### src/shared/uart_cfg_params.svh
`ifndef UART_CFG_PARAMS_SVH
`define UART_CFG_PARAMS_SVH

// -------------------------------------------------------------------------
// Request decode
// -------------------------------------------------------------------------
`define REQ_TYPE_VENDOR_OUT 8'h40
`define REQ_TYPE_VENDOR_IN 8'hC0
`define REQ_CODE_VENDOR_REG 8'h05
`define REQ_TYPE_CLASS_OUT 8'h21
`define REQ_CODE_SET_LINE_CODING 8'h20
`define READ_REPLY_LEN 16'h0002

// -------------------------------------------------------------------------
// Register offsets
// -------------------------------------------------------------------------
`define OFS_TX_RX_ENABLE 16'h0040
`define OFS_CHAR_FORMAT 16'h0045
`define OFS_HANDSHAKE_MODE 16'h0046
`define OFS_RESUME_CHAR 16'h0047
`define OFS_PAUSE_CHAR 16'h0048
`define OFS_LINE_ERROR 16'h0049
`define OFS_BREAK_DURATION 16'h004A
`define OFS_TAIL_DELAY 16'h004B
`define OFS_PIN_FUNCTION 16'h004C
`define OFS_PIN_DIRECTION 16'h004D
`define OFS_PIN_OUT_SET 16'h004E
`define OFS_PIN_OUT_CLEAR 16'h004F
`define OFS_PIN_LEVEL 16'h0050
`define OFS_PIN_EVENT_MASK 16'h0051
`define OFS_CUSTOM_EVENT 16'h0052
`define OFS_PULL_UP 16'h0054
`define OFS_PULL_DOWN 16'h0055
`define OFS_LOOP_TEST 16'h0056
`define OFS_INFRARED 16'h0057
`define OFS_WAKE_SOURCE 16'h005F
`define OFS_SEND_FLUSH 16'h0060
`define OFS_SEND_LEVEL 16'h0061
`define OFS_SEND_WIDE 16'h0062
`define OFS_RECV_FLUSH 16'h0063
`define OFS_RECV_LEVEL 16'h0064
`define OFS_RECV_WIDE 16'h0065
`define OFS_RECV_PACKET 16'h0066
`define OFS_FILL_THRESHOLD 16'h0067
`define OFS_VENDOR_DRIVER 16'h0081

// -------------------------------------------------------------------------
// Fields and reset values
// -------------------------------------------------------------------------
`define EN_TX_BIT 0
`define EN_RX_BIT 1
`define EN_USED_MASK 16'h0003
`define FMT_STOP_BIT 7
`define FMT_PAR_LSB 4
`define FMT_WIDTH_LSB 0
`define FMT_USED_MASK 16'h00FF
`define LOW_BYTE_MASK 16'h00FF
`define RST_TX_RX_ENABLE 16'h0000
`define RST_CHAR_FORMAT 16'h0008
`define RST_ZERO 16'h0000
`define REG_COUNT 29
`define REG_INDEX_W 5
`define LINE_CODING_LEN 7
`endif

### src/shared/uart_cfg_pkg.sv
package uart_cfg_pkg;
    typedef enum logic [2:0]
    {
        PAR_NONE = 3'h0,
        PAR_ODD = 3'h1,
        PAR_EVEN = 3'h2,
        PAR_MARK = 3'h3,
        PAR_SPACE = 3'h4
    } parity_mode_t;

    typedef enum logic [1:0]
    {
        ST_IDLE = 2'b00,
        ST_DATA = 2'b01,
        ST_APPLY = 2'b11
    } coding_state_t;
endpackage

### src/core/cfg_reg_memory.sv
`timescale 1ns/1ps
`include "uart_cfg_params.svh"
// Small register memory for the plain read/write locations
module cfg_reg_memory
#(
    parameter int DEPTH = `REG_COUNT,
    parameter int AW = `REG_INDEX_W
)
(
    // Clock and reset
    input wire logic clk,
    input wire logic rstn,
    // Write port
    input wire logic wr_en,
    input wire logic [AW-1:0] wr_index,
    input wire logic [15:0] wr_data,
    // Read port
    input wire logic [AW-1:0] rd_index,
    output logic [15:0] rd_data
);
    logic [15:0] cells [DEPTH];

    always_ff @(posedge clk or negedge rstn)
    begin
        if (!rstn)
        begin
            for (int i = 0; i < DEPTH; i++)
            begin
                cells[i] <= `RST_ZERO;
            end
        end
        else if (wr_en)
        begin
            cells[wr_index] <= wr_data;
        end
    end

    always_ff @(posedge clk or negedge rstn)
    begin
        if (!rstn)
        begin
            rd_data <= `RST_ZERO;
        end
        else
        begin
            // Slots past the depth hold no register and read as zero
            rd_data <= (int'(rd_index) < DEPTH) ? cells[rd_index] : `RST_ZERO;
        end
    end
endmodule // cfg_reg_memory

### src/core/uart_config_register_bank.sv
`timescale 1ns/1ps
`include "uart_cfg_params.svh"
module uart_config_register_bank
(
    // Clock and reset
    input wire logic clk,
    input wire logic rstn,
    // Control request from the USB device controller (setup stage)
    input wire logic setup_valid,
    input wire logic [7:0] req_type,
    input wire logic [7:0] req_code,
    input wire logic [15:0] req_value,
    input wire logic [15:0] req_index,
    input wire logic [15:0] req_length,
    // Data stage bytes of class requests
    input wire logic data_valid,
    input wire logic [7:0] data_byte,
    // Reply for get-register requests
    output logic reply_valid,
    output logic [15:0] reply_data,
    output logic req_stall,
    // Status from the UART core
    input wire logic [15:0] line_error_status,
    input wire logic [15:0] pin_level_status,
    input wire logic [15:0] send_level_status,
    input wire logic [15:0] recv_level_status,
    // Configuration towards the UART core
    output logic tx_enable,
    output logic rx_enable,
    output logic two_stop_bits,
    output uart_cfg_pkg::parity_mode_t parity_mode,
    output logic [3:0] char_width
);
    import uart_cfg_pkg::*;

    // -------------------------------------------------------------------------
    // Request decode
    // -------------------------------------------------------------------------
    logic is_write;
    logic is_read;
    logic is_coding;
    logic [15:0] addr;

    // Map a register address to its memory slot, or flag it as unmapped
    function automatic logic [5:0] slot_of(input logic [15:0] a);
        logic [5:0] s;
        s = 6'h3F;
        unique case (a)
            `OFS_HANDSHAKE_MODE: s = 6'd0;
            `OFS_RESUME_CHAR: s = 6'd1;
            `OFS_PAUSE_CHAR: s = 6'd2;
            `OFS_BREAK_DURATION: s = 6'd3;
            `OFS_TAIL_DELAY: s = 6'd4;
            `OFS_PIN_FUNCTION: s = 6'd5;
            `OFS_PIN_DIRECTION: s = 6'd6;
            `OFS_PIN_OUT_SET: s = 6'd7;
            `OFS_PIN_OUT_CLEAR: s = 6'd8;
            `OFS_PIN_EVENT_MASK: s = 6'd9;
            `OFS_CUSTOM_EVENT: s = 6'd10;
            `OFS_PULL_UP: s = 6'd11;
            `OFS_PULL_DOWN: s = 6'd12;
            `OFS_LOOP_TEST: s = 6'd13;
            `OFS_INFRARED: s = 6'd14;
            `OFS_WAKE_SOURCE: s = 6'd15;
            `OFS_SEND_FLUSH: s = 6'd16;
            `OFS_SEND_WIDE: s = 6'd17;
            `OFS_RECV_FLUSH: s = 6'd18;
            `OFS_RECV_WIDE: s = 6'd19;
            `OFS_RECV_PACKET: s = 6'd20;
            `OFS_FILL_THRESHOLD: s = 6'd21;
            `OFS_VENDOR_DRIVER: s = 6'd22;
            default: s = 6'h3F;
        endcase
        return s;
    endfunction

    always_comb
    begin
        addr = req_index;
        is_write = setup_valid && req_type == `REQ_TYPE_VENDOR_OUT
            && req_code == `REQ_CODE_VENDOR_REG;
        is_read = setup_valid && req_type == `REQ_TYPE_VENDOR_IN
            && req_code == `REQ_CODE_VENDOR_REG
            && req_length == `READ_REPLY_LEN;
        is_coding = setup_valid && req_type == `REQ_TYPE_CLASS_OUT
            && req_code == `REQ_CODE_SET_LINE_CODING;
    end

    logic [5:0] wslot;
    logic mem_wr;
    assign wslot = slot_of(addr);
    // Unmapped or read-only addresses are not stored
    assign mem_wr = is_write && wslot != 6'h3F;

    // -------------------------------------------------------------------------
    // Enable register
    // -------------------------------------------------------------------------
    logic [15:0] enable_reg;

    always_ff @(posedge clk or negedge rstn)
    begin
        if (!rstn)
        begin
            enable_reg <= `RST_TX_RX_ENABLE;
        end
        else if (is_write && addr == `OFS_TX_RX_ENABLE)
        begin
            enable_reg <= req_value & `EN_USED_MASK;
        end
    end

    assign tx_enable = enable_reg[`EN_TX_BIT];
    assign rx_enable = enable_reg[`EN_RX_BIT];

    // -------------------------------------------------------------------------
    // Line coding capture (seven data bytes)
    // -------------------------------------------------------------------------
    coding_state_t cstate;
    logic [2:0] byte_cnt;
    logic [7:0] stop_code;
    logic [7:0] par_code;
    logic [7:0] width_code;

    always_ff @(posedge clk or negedge rstn)
    begin
        if (!rstn)
        begin
            cstate <= ST_IDLE;
            byte_cnt <= 3'h0;
            stop_code <= 8'h00;
            par_code <= 8'h00;
            width_code <= 8'h00;
        end
        else
        begin
            unique case (cstate)
                ST_IDLE:
                begin
                    byte_cnt <= 3'h0;
                    if (is_coding)
                    begin
                        cstate <= ST_DATA;
                    end
                end
                ST_DATA:
                begin
                    if (data_valid)
                    begin
                        unique case (byte_cnt)
                            3'd4: stop_code <= data_byte;
                            3'd5: par_code <= data_byte;
                            3'd6: width_code <= data_byte;
                            default: ;
                        endcase
                        byte_cnt <= byte_cnt + 3'h1;
                        if (byte_cnt == 3'(`LINE_CODING_LEN - 1))
                        begin
                            cstate <= ST_APPLY;
                        end
                    end
                end
                ST_APPLY:
                begin
                    cstate <= ST_IDLE;
                end
                default: cstate <= ST_IDLE;
            endcase
        end
    end

    // Translate class coding into the format register layout
    function automatic logic [15:0] coding_to_format(input logic [7:0] st,
        input logic [7:0] pa, input logic [7:0] wd);
        logic [15:0] f;
        f = `RST_ZERO;
        f[`FMT_STOP_BIT] = (st != 8'h00);
        f[`FMT_PAR_LSB +: 3] = (pa <= 8'h04) ? pa[2:0] : 3'h0;
        f[`FMT_WIDTH_LSB +: 4] = (wd == 8'h10) ? 4'h9 : wd[3:0];
        return f;
    endfunction

    // -------------------------------------------------------------------------
    // Format register
    // -------------------------------------------------------------------------
    logic [15:0] format_reg;

    always_ff @(posedge clk or negedge rstn)
    begin
        if (!rstn)
        begin
            format_reg <= `RST_CHAR_FORMAT;
        end
        else if (is_write && addr == `OFS_CHAR_FORMAT)
        begin
            format_reg <= req_value & `FMT_USED_MASK;
        end
        else if (cstate == ST_APPLY)
        begin
            format_reg <= coding_to_format(stop_code, par_code, width_code);
        end
    end

    assign two_stop_bits = format_reg[`FMT_STOP_BIT];
    assign parity_mode = parity_mode_t'(format_reg[`FMT_PAR_LSB +: 3]);
    assign char_width = format_reg[`FMT_WIDTH_LSB +: 4];

    // -------------------------------------------------------------------------
    // Register memory and read path
    // -------------------------------------------------------------------------
    logic [15:0] mem_rd;
    logic [15:0] masked_wr;

    // Other locations are 16 bits wide; the upper byte is stored as written, not masked
    assign masked_wr = req_value;

    cfg_reg_memory #(
        .DEPTH(`REG_COUNT),
        .AW(`REG_INDEX_W)
    ) u_mem (
        .clk(clk),
        .rstn(rstn),
        .wr_en(mem_wr),
        .wr_index(wslot[`REG_INDEX_W-1:0]),
        .wr_data(masked_wr),
        .rd_index(wslot[`REG_INDEX_W-1:0]),
        .rd_data(mem_rd)
    );

    logic rd_pend;
    logic [15:0] rd_addr;
    logic rd_bad;
    logic [15:0] reply_data_next;

    always_ff @(posedge clk or negedge rstn)
    begin
        if (!rstn)
        begin
            rd_pend <= 1'b0;
            rd_addr <= `RST_ZERO;
        end
        else
        begin
            rd_pend <= is_read;
            if (is_read)
            begin
                rd_addr <= addr;
            end
        end
    end

    always_comb
    begin
        rd_bad = 1'b0;
        unique case (rd_addr)
            `OFS_TX_RX_ENABLE: reply_data_next = enable_reg;
            `OFS_CHAR_FORMAT: reply_data_next = format_reg;
            `OFS_LINE_ERROR: reply_data_next = line_error_status & `LOW_BYTE_MASK;
            `OFS_PIN_LEVEL: reply_data_next = pin_level_status & `LOW_BYTE_MASK;
            `OFS_SEND_LEVEL: reply_data_next = send_level_status;
            `OFS_RECV_LEVEL: reply_data_next = recv_level_status;
            default:
            begin
                reply_data_next = mem_rd;
                rd_bad = (slot_of(rd_addr) == 6'h3F);
            end
        endcase
    end

    always_ff @(posedge clk or negedge rstn)
    begin
        if (!rstn)
        begin
            reply_valid <= 1'b0;
            reply_data <= `RST_ZERO;
            req_stall <= 1'b0;
        end
        else
        begin
            reply_valid <= rd_pend && !rd_bad;
            reply_data <= (rd_pend && !rd_bad) ? reply_data_next : `RST_ZERO;
            req_stall <= rd_pend && rd_bad;
        end
    end
endmodule // uart_config_register_bank

### config.mk
export PLATFORM = sky130hd
export DESIGN_NAME = uart_config_register_bank
export DESIGN_NICKNAME = d
export VERILOG_FILES = /design/src/shared/uart_cfg_pkg.sv /design/src/core/cfg_reg_memory.sv /design/src/core/uart_config_register_bank.sv
export VERILOG_INCLUDE_DIRS = /design/src /design/src/shared
export SDC_FILE = /design/constraint.sdc
export NUM_CORES = 1
export LEC_CHECK = 0
export BUFFER_PORTS_ARGS = -buffer_cell sky130_fd_sc_hd__buf_2
export CORE_AREA = 2 2 203 205
export CTS_CLUSTER_SIZE = 24
export DETAILED_ROUTE_END_ITERATION = 10
export DIE_AREA = 0 0 205 207
export HOLD_SLACK_MARGIN = 0.02
export PLACE_DENSITY = 0.83
export SYNTH_ARGS = -nofsm -noshare
export SYNTH_HDL_FRONTEND = slang
export SYNTH_SLANG_ARGS = --single-unit
export TNS_END_PERCENT = 50
### constraint.sdc
create_clock -name clk -period 3.3 [get_ports clk]
set_input_delay 0.66 -clock clk [delete_from_list [all_inputs] [get_ports clk]]
set_output_delay 0.66 -clock clk [all_outputs]
set_load 0.02 [all_outputs]
### Word level (Yosys, flattened, before mapping)

Index checks and enable logic that the tools add are counted.

* bits in registers: 562
* output and inout bits: 28
* word-level logic and storage cells: 166

* $add $sub $neg: 1
* order comparisons: 4
* equality and inequality tests: 71
* mux-type cells: 23
* bitwise logic cells: 1
* reductions and logical operators: 24

Operators by type and width (number)
* $eq 16x7->1 const B: 52
* $bwmux 464: 1
* $pmux 6 s23: 2
* $mux 16: 7
* $pmux 16 s6: 1
* $bmux 16 s5: 1
* $demux 16 s5: 1
* $eq 16x8->1 const B: 2
* $eq 16x2->1 const B: 1
* $eq 8x6->1 const B: 2
* $logic_and 1x1->1: 13
* $reduce_and 3->1: 4
* $eq 3x3->1 const B: 3
* $eq 8x3->1 const B: 1
* $eq 8x5->1 const B: 1
* $eq 8x7->1 const B: 1
* $eq 8x8->1 const B: 1
* $le 8x3->1 const B: 1
* $reduce_bool 8->1: 1
* $eq 6x6->1 const B: 1
* $ge 6x6->1 const B: 1
* $lt 6x1->1 const B: 1
* $mux 2: 3
* $mux 3: 2
* other kinds (17): 20

### Depth between registers and ports, before layout

Gate-level depths: netlist (run 1).

* word-level depth: 8
* depth in mapped cells: 13

### Cells and area by module

A second synthesis (run 1) with hierarchy kept.

* cell total of the unflattened synthesis: 1919
* area, all modules: 26452.9 um2

By module, submodules not included
* cfg_reg_memory: times used 1, cells each 1485, area an instance 21907.3 um2, sequential area each 12011.5 um2
* uart_config_register_bank: times used 1, cells each 434, area an instance 4545.6 um2, sequential area each 1853.0 um2

### Least setup slack after synthesis (run 1)

OpenSTA, ideal clock, no wires.

* path kind: input port to flip-flop
* from: in req_index[2]
* to: reg u_mem.cells[206] in the netlist's numbering
* setup time: 0.128 ns
* data arrival time: 3.058 ns
* data required time: 3.172 ns
* setup slack: 0.115 ns
* cell stages on the path: 10
* buffers on the path: 2
* cell sequence: buf_2 and2b_1 o21ai_1 a2111oi_4 nor4_4 nor3_4 nand2_4 nor2_8 buf_6 mux2_1

* longest elaborated chain between the ends: 8
* elaborated cells between the ends (all ways): 33

Ends and longest elaborated chain
* start: declaration: line uart_config_register_bank.sv:13 `input wire logic [15:0] req_index,`
* $eq 16x8->1 or $eq 16x7->1 (tied branches): line uart_config_register_bank.sv:48 `unique case (a)`
* $pmux 6 s23 *: line uart_config_register_bank.sv:48
* $not 5->6 (not written as such): line cfg_reg_memory.sv:34 `cells[wr_index] <= wr_data;`
* $ge 6x6->1 (not written as such) or $lt 6x1->1 (tied branches): line cfg_reg_memory.sv:34
* $logic_and 1x1->1 (not written as such): line cfg_reg_memory.sv:34
* $mux 16 (not written as such): line cfg_reg_memory.sv:34
* $demux 16 s5: line cfg_reg_memory.sv:34
* $bwmux 464: line cfg_reg_memory.sv:34
* end signal: indexed assignment: line cfg_reg_memory.sv:29 `` cells[i] <= `RST_ZERO; ``
* end signal: indexed assignment: line cfg_reg_memory.sv:34
* end: declaration: line cfg_reg_memory.sv:21 `logic [15:0] cells [DEPTH];`

Every way passes the cells marked *; elsewhere a longest branch is shown, timed or not.
A chain may end at the register's enable or synchronous reset.

### Final worst setup path (run 1)

* from: in req_index[3]
* to: reg u_mem.rd_data[0]

* longest elaborated chain between the ends: 7
* elaborated cells between the ends (all ways): 30

Ends and longest elaborated chain
* $eq 16x8->1 or $eq 16x7->1 (tied branches): line uart_config_register_bank.sv:48
* $pmux 6 s23 *: line uart_config_register_bank.sv:48
* $not 5->6 (not written as such): line cfg_reg_memory.sv:47 `` rd_data <= (int'(rd_index) < DEPTH) ? cells[rd_index] : `RST_ZERO; ``
* $bmux 16 s5: line cfg_reg_memory.sv:47
* $mux 16 (not written as such) (2 in a row): line cfg_reg_memory.sv:47
* $mux 16 (no line) *
* end signal: assignment: line cfg_reg_memory.sv:42 `` rd_data <= `RST_ZERO; ``
* end signal: assignment: line cfg_reg_memory.sv:47
* end: declaration: line cfg_reg_memory.sv:19 `output logic [15:0] rd_data`

Every way passes the cells marked *; elsewhere a longest branch is shown, timed or not. The select of a mux whose other input is x is not followed.

==> results.ini, run 1 <==
[synth]
ys_warn_count=0
synth-edff-count=0
synth_fp_nets=1888
synth.cell_area_sq_mm=0.0219
ys_top_cells_by_area=dfrtp_1, mux2_2, mux2_1
ys.flop_type=dfrtp_1
syn_inst=1744
ys_seq_area_frac=0.530
async_reset_ff_frac=1.00
synth_top_area_share=0.529
ys_ff_latch=464
synthMostInstantiatedCell=dfrtp_1
postSynthAreaPerCell_sq_um=12.6
synth.distinct_cells=106
ys_top_cells_by_count=dfrtp_1, mux2_2, nand2_1, mux2_1, o22ai_1
synth_area_leader_cell=dfrtp_1

[global_routing]
grt.overflow.total=0
grt_pass1_wl_microns=110000
grt_use_total=0.343
antenna_found_initial=0
grt_max_degree=80
grt_pass1_vias=18300

[clocking]
h-tree-depth=2
clkSlewWorstSetupHoldPaths_ns=0.06
clockRootBuffer=clkbuf_16
cts_setup_buffers=0
cts_buffers=46
cts_tree=yes
worstSkewPairLatency_ns=0.57
ctsHoldBuffers=0
cts_buffer_depth=3
cts.sinks=464

[power_and_ir_drop]
comb_power_share=0.064
clkPwrFrac=0.443
p_sw_frac=0.235
p_int_w=0.00936
p_per_area_mw_per_mm2=451
peakVddDrop_mv=0.327
power_switching_w=0.00287
power_frac_seq=0.493
leakage_nw=13.3

[final_layout]
drive_above_1_share=0.412
largest_reg_flops=374
layoutNonFillerInstCount=2668
design_area_sq_mm=0.0271
regMostFlops=u_mem.cells
fin_nets=2246
synthToLayoutAreaGrowth_pct=23.6
fin_util=0.671

[floorplanning]
boundaryPins=168
start_util=0.543
fp.dieH_microns=207
die_area_sq_mm=0.0424
die_w_microns=205
design.core.area_sq_mm=0.0404
rows=74

[place]
gp_congestion=0.975
placedCellCount=2586
portBuffers=151
dp_hpwl_microns=51400
dpl_cell_area_sq_mm=0.0255

[route]
num_vias=17600
wl_met2_microns=33700
vias_per_cell=6.61
firstDrtPassIters=6
wl_per_cell_microns=27.4
met3_length_microns=7470
antenna_left=0
drc=0
m1WireLength_microns=27100
routed.top_layer=met4
wirelength_microns=73100
initialDrtViolationCount=2215

[sta]
drv_slew=0
timing.fmax_ghz=0.309
hold_violations=0
worst_pin_slew_ns=0.751
tns_ns=0
holdWs_ns=0.0972
setup_viol=0
slew_headroom=0.499
post-route-period-util=0.980
fin_worst_skew_ns=0.0175
min_period_ns=3.23

[setup_path]
path_class=input pin to flip-flop
cp_slowest_stage_delay_ns=0.44
cp_max_fo=10
path_cells=buf_2 -> nor4bb_1 -> a2111oi_2 -> o21ai_1 -> buf_4 -> o21ai_4 -> buf_12 -> nand2_1 -> o22ai_1 -> a31oi_1 -> o211ai_1 -> nor4_1 -> buf_4
cp-start-kind=input pin
arrival_ns=3.73
cp_slowest_cell=nor4bb_1
worst_path_most_repeated_cell=buf_4
worstPathRequired_ns=3.80
endpoint_kind=flip-flop

[run_status]
status=finished, final reports clean

[min_path]
hp-class=input pin to async pin

[run]
cap_violations=0

[worst paths after layout]
kind	from	endpoint	depth (start not counted)	slack, ns
max in group asynchronous	rstn	rd_addr[13]	2	2.32
max reg2reg	rd_addr[13]	reply_data[3]	9	0.34
min in group clk	recv_level_status[13]	reply_data[13]	3	0.36
min	rstn	u_mem.cells[123]	1	0.1
min reg2reg	u_mem.cells[93]	u_mem.cells[93]	0	0.38
max	req_index[3]	u_mem.rd_data[0]	13	0.07
[critical path, delay by kind of cell]
family,cells,cell delay (ns)
simple gates,3,1.04
compound gates,6,1.26
buf+inv,4,0.76
[power groups by stage]
| stage | combinational (W) | sequential, W | clock [W] |
|---|---|---|---|
| 6_report | 0.000784 | 0.00602 | 0.00542 |
| 3_5_place_dp | 0.000777 | 0.00611 | 0 |
| 4_1_cts | 0.000783 | 0.00601 | 0.00544 |
| 3_3_place_gp | 0.000735 | 0.00609 | 0 |
| 2_1_floorplan | 0.000335 | 0.00611 | 0 |
| 5_1_grt | 0.000858 | 0.00603 | 0.00566 |
[layer usage]
layer  GRT usage  vias to the layer above
li1            -                     7271
met1       0.429                     8838
met2       0.545                     1207
met3      0.0765                      316
met4       0.208                        0
met5           0                        -
[what timing repair did]
action | in CTS | in global routing
endpoints found under the setup margin | 1 | 3
resized for setup | 2 | 6
pin swaps | 0 | 1
cloned | 0 | 0
[layout by cell type, fill, tap and decap left out, types with 7 or more instances in the layout]
| cell type | instances |
|---|---|
| nor2_2 | 7 |
| a211oi_1 | 7 |
| o22ai_1 | 74 |
| o221ai_1 | 11 |
| nand4_1 | 11 |
| clkbuf_16 | 47 |
| nand2_1 | 127 |
| dfrtp_1 | 463 |
| nand3_1 | 33 |
| o32ai_1 | 8 |
| buf_2 | 150 |
| o32a_1 | 9 |
| mux2i_1 | 18 |
| mux2_2 | 286 |
| nor2_4 | 13 |
| mux2_1 | 123 |
| buf_4 | 230 |
| nor2_1 | 61 |
| o21ai_0 | 45 |
| nor3_1 | 22 |
| a22oi_1 | 18 |
| buf_12 | 54 |
| and3_1 | 7 |
| o2111ai_1 | 7 |
| a31oi_1 | 24 |
| a222oi_1 | 14 |
| inv_1 | 12 |
| nor2b_1 | 10 |
| clkinv_2 | 10 |
| a21oi_1 | 28 |
| clkbuf_8 | 10 |
| nor4_1 | 16 |
[cells by family (layout without fill, tap and decap cells)]
| family | count (synthesis) | in the layout | synth area share |
|---|---|---|---|
| AO/OA/AOI/OAI | 322 | 322 | 0.109 |
| buffers and inverters | 138 | 529 | 0.0332 |
| AND/OR/NAND/NOR | 384 | 384 | 0.104 |
| multiplexers | 428 | 428 | 0.219 |
| adder cells (fa/ha/maj) | 4 | 4 | 0.00228 |
| other | 0 | 1 | 0 |
| XOR/XNOR | 4 | 4 | 0.00160 |
| flip-flops | 464 | 464 | 0.530 |
[per-stage QoR]
stage | power [W] | setup WS, ns
2_1_floorplan | 0.00644 | 0.115
3_3_place_gp | 0.00683 | -0.628
3_5_place_dp | 0.00689 | -0.692
4_1_cts | 0.0122 | 0.00524
5_1_grt | 0.0126 | -0.0342
6_report | 0.0122 | 0.0670
[area by class of cell]
cell class / count / area (sq um)
Antenna cell: 1 / 2.50
Clock inverter: 18 / 216
Tap cell: 532 / 666
Inverter: 13 / 48.8
Clock buffer: 63 / 1340
Multi-Input combinational cell: 1142 / 9620
Fill cell: 2773 / 13300
Timing Repair Buffer: 435 / 3570
Sequential cell: 464 / 11600
Power figures use the tool's default switching activity.
==> run 2, diff against run 1 <==
--- a/config.mk
+++ b/config.mk
@@ -11,8 +11,9 @@
 export CTS_CLUSTER_SIZE = 24
 export DETAILED_ROUTE_END_ITERATION = 10
 export DIE_AREA = 0 0 205 207
+export GPL_ROUTABILITY_DRIVEN = 0
 export HOLD_SLACK_MARGIN = 0.02
-export PLACE_DENSITY = 0.83
+export PLACE_DENSITY_LB_ADDON = 0.15
 export SYNTH_ARGS = -nofsm -noshare
 export SYNTH_HDL_FRONTEND = slang
 export SYNTH_SLANG_ARGS = --single-unit
==> results.ini, run 2 (synthesis gave the netlist of run 1 again) <==
[run_status]
status=finished, final reports clean

[global_routing]
grt_pass1_wl_microns=110000
grt_use_total=0.350
grt_max_degree=87
grt.overflow.total=0
antenna_found_initial=3
grt_pass1_vias=17200

[floorplanning]
design.core.area_sq_mm=0.0404
fp.dieH_microns=207
start_util=0.543
rows=74
boundaryPins=168
die_area_sq_mm=0.0424
die_w_microns=205

[final_layout]
design_area_sq_mm=0.0269
regMostFlops=u_mem.cells
antenna_cells=0
fin_util=0.668
fillers=2986
drive_above_1_share=0.410
layout_commonest_cell=dfrtp_1
largest_reg_flops=374
final_cell_mix=dfrtp_1, mux2_2, buf_4, buf_2, nand2_1
synthToLayoutAreaGrowth_pct=23.0
fin_nets=2250

[clocking]
cts_buffer_depth=3
cts_buffers=46
cts_tree=yes
worstSkewPairLatency_ns=0.60
cts.sinks=464
clkSlewWorstSetupHoldPaths_ns=0.07
clockRootBuffer=clkbuf_16
h-tree-depth=2

[route]
wl_met2_microns=34100
wirelength_microns=74000
firstDrtPassIters=6
initialDrtViolationCount=1796
vias_per_cell=6.46
num_vias=17200
met3_length_microns=7080
m1WireLength_microns=29500
drc=0
wl_per_cell_microns=27.7
routed.top_layer=met4
antenna_left=0

[setup_path]
arrival_ns=3.75
r2r-end=reply_data[0]
reg2reg_from=rd_addr[9]
reg2regPathDepth=9
worstPathRequired_ns=3.79
cp-start-kind=input pin
rrSetupSlack_ns=0.31
endpoint_kind=flip-flop
critPathLaunch=req_index[9]
cp_max_fo=5
path_class=input pin to flip-flop

[sta]
worst_pin_slew_ns=0.876
post-route-period-util=0.988
rsz0062_at_grt=no
min_period_ns=3.26
hold_violations=0
fin_worst_skew_ns=0.0152
timing.fmax_ghz=0.307
drv_slew=0
holdWs_ns=0.0993
slew_headroom=0.408
setup_viol=0

[place]
portBuffers=151
dp_hpwl_microns=52500
dpl_cell_area_sq_mm=0.0254

[power_and_ir_drop]
p_sw_frac=0.238
p_per_area_mw_per_mm2=449
p_int_w=0.00922
clkPwrFrac=0.438
power_frac_seq=0.498
power_switching_w=0.00288
peakVddDrop_mv=0.342
comb_power_share=0.064
leakage_nw=13.2

[run]
cap_violations=0

[min_path]
hp-class=input pin to async pin

-- run 2: changes by cell type in the layout (fill, tap and decap cells not counted), moves of 2 or more --
cell	change
clkinvlp_4	+2
nor4_1	-2
clkinv_2	-3
clkbuf_1	+3
nor4_2	+2
buf_12	-8
buf_4	+11
clkbuf_8	-3
-- run 2: layer usage --
layer  vias up  global-route usage
met3       203              0.0771
met2       939               0.552
met1      8848               0.470
li1       7257                   -
met4         0               0.148
met5         -                   0
-- run 2: worst max-delay path by stage --
| stage | to | slack, ns | cells after the start |
|---|---|---|---|
| 2_1_floorplan | u_mem.cells[206] | 0.11 | 10 |
| 3_3_place_gp | u_mem.rd_data[5] | -0.77 | 13 |
| 3_5_place_dp | u_mem.rd_data[5] | -0.84 | 13 |
| 4_1_cts | u_mem.rd_data[6] | 0.04 | 11 |
| 5_1_grt | u_mem.rd_data[2] | 0.003 | 17 |
| 6_report | u_mem.rd_data[15] | 0.04 | 11 |
-- run 2: repair_timing --
action / CTS / global route
gates cloned: 0 / 0
pin swaps: 0 / 1
resized for setup: 3 / 7
hold buffers: 0 / 0
endpoints found under the setup margin: 2 / 7
buffers inserted: 0 / 0
-- run 2: stage by stage --
stage	setup slack [ns]	total power, W	std cells	TNS (ns)
finish	0.0389	0.0121	2668	0
detailed placement	-0.835	0.00690	2590	-108.46
global route	0.00321	0.0125	2668	0
floorplan	0.115	0.00644	1744	0
CTS	0.0354	0.0121	2668	0
global placement	-0.769	0.00686	2590	-94.69
-- run 2: area by class of cell --
cell class                      instances  area, sq um  area share
Timing Repair Buffer                  439         3510       0.130
Multi-Input combinational cell       1142         9630       0.357
Clock inverter                         16          204     0.00757
Clock buffer                           62         1280      0.0475
Tap cell                              532          666      0.0247
Sequential cell                       464        11600       0.431
Inverter                               13         48.8     0.00181
-- run 2: power by group through the flow --
stage | clock network [W] | registers, W | logic (W)
finish | 0.00530 | 0.00603 | 0.000776
global route | 0.00559 | 0.00604 | 0.000850
CTS | 0.00534 | 0.00602 | 0.000781
detailed placement | 0 | 0.00612 | 0.000777
global placement | 0 | 0.00611 | 0.000748
floorplan | 0 | 0.00611 | 0.000335
-- run 2: critical path: stages --
cell       delay (ns)
buf_2            0.13
nor4_4           0.37
buf_4            0.18
nand3_2          0.17
buf_4            0.20
o32ai_4          0.41
buf_4            0.26
nand2_1          0.07
a41o_1           0.25
a2111oi_0        0.63
o311a_1          0.43
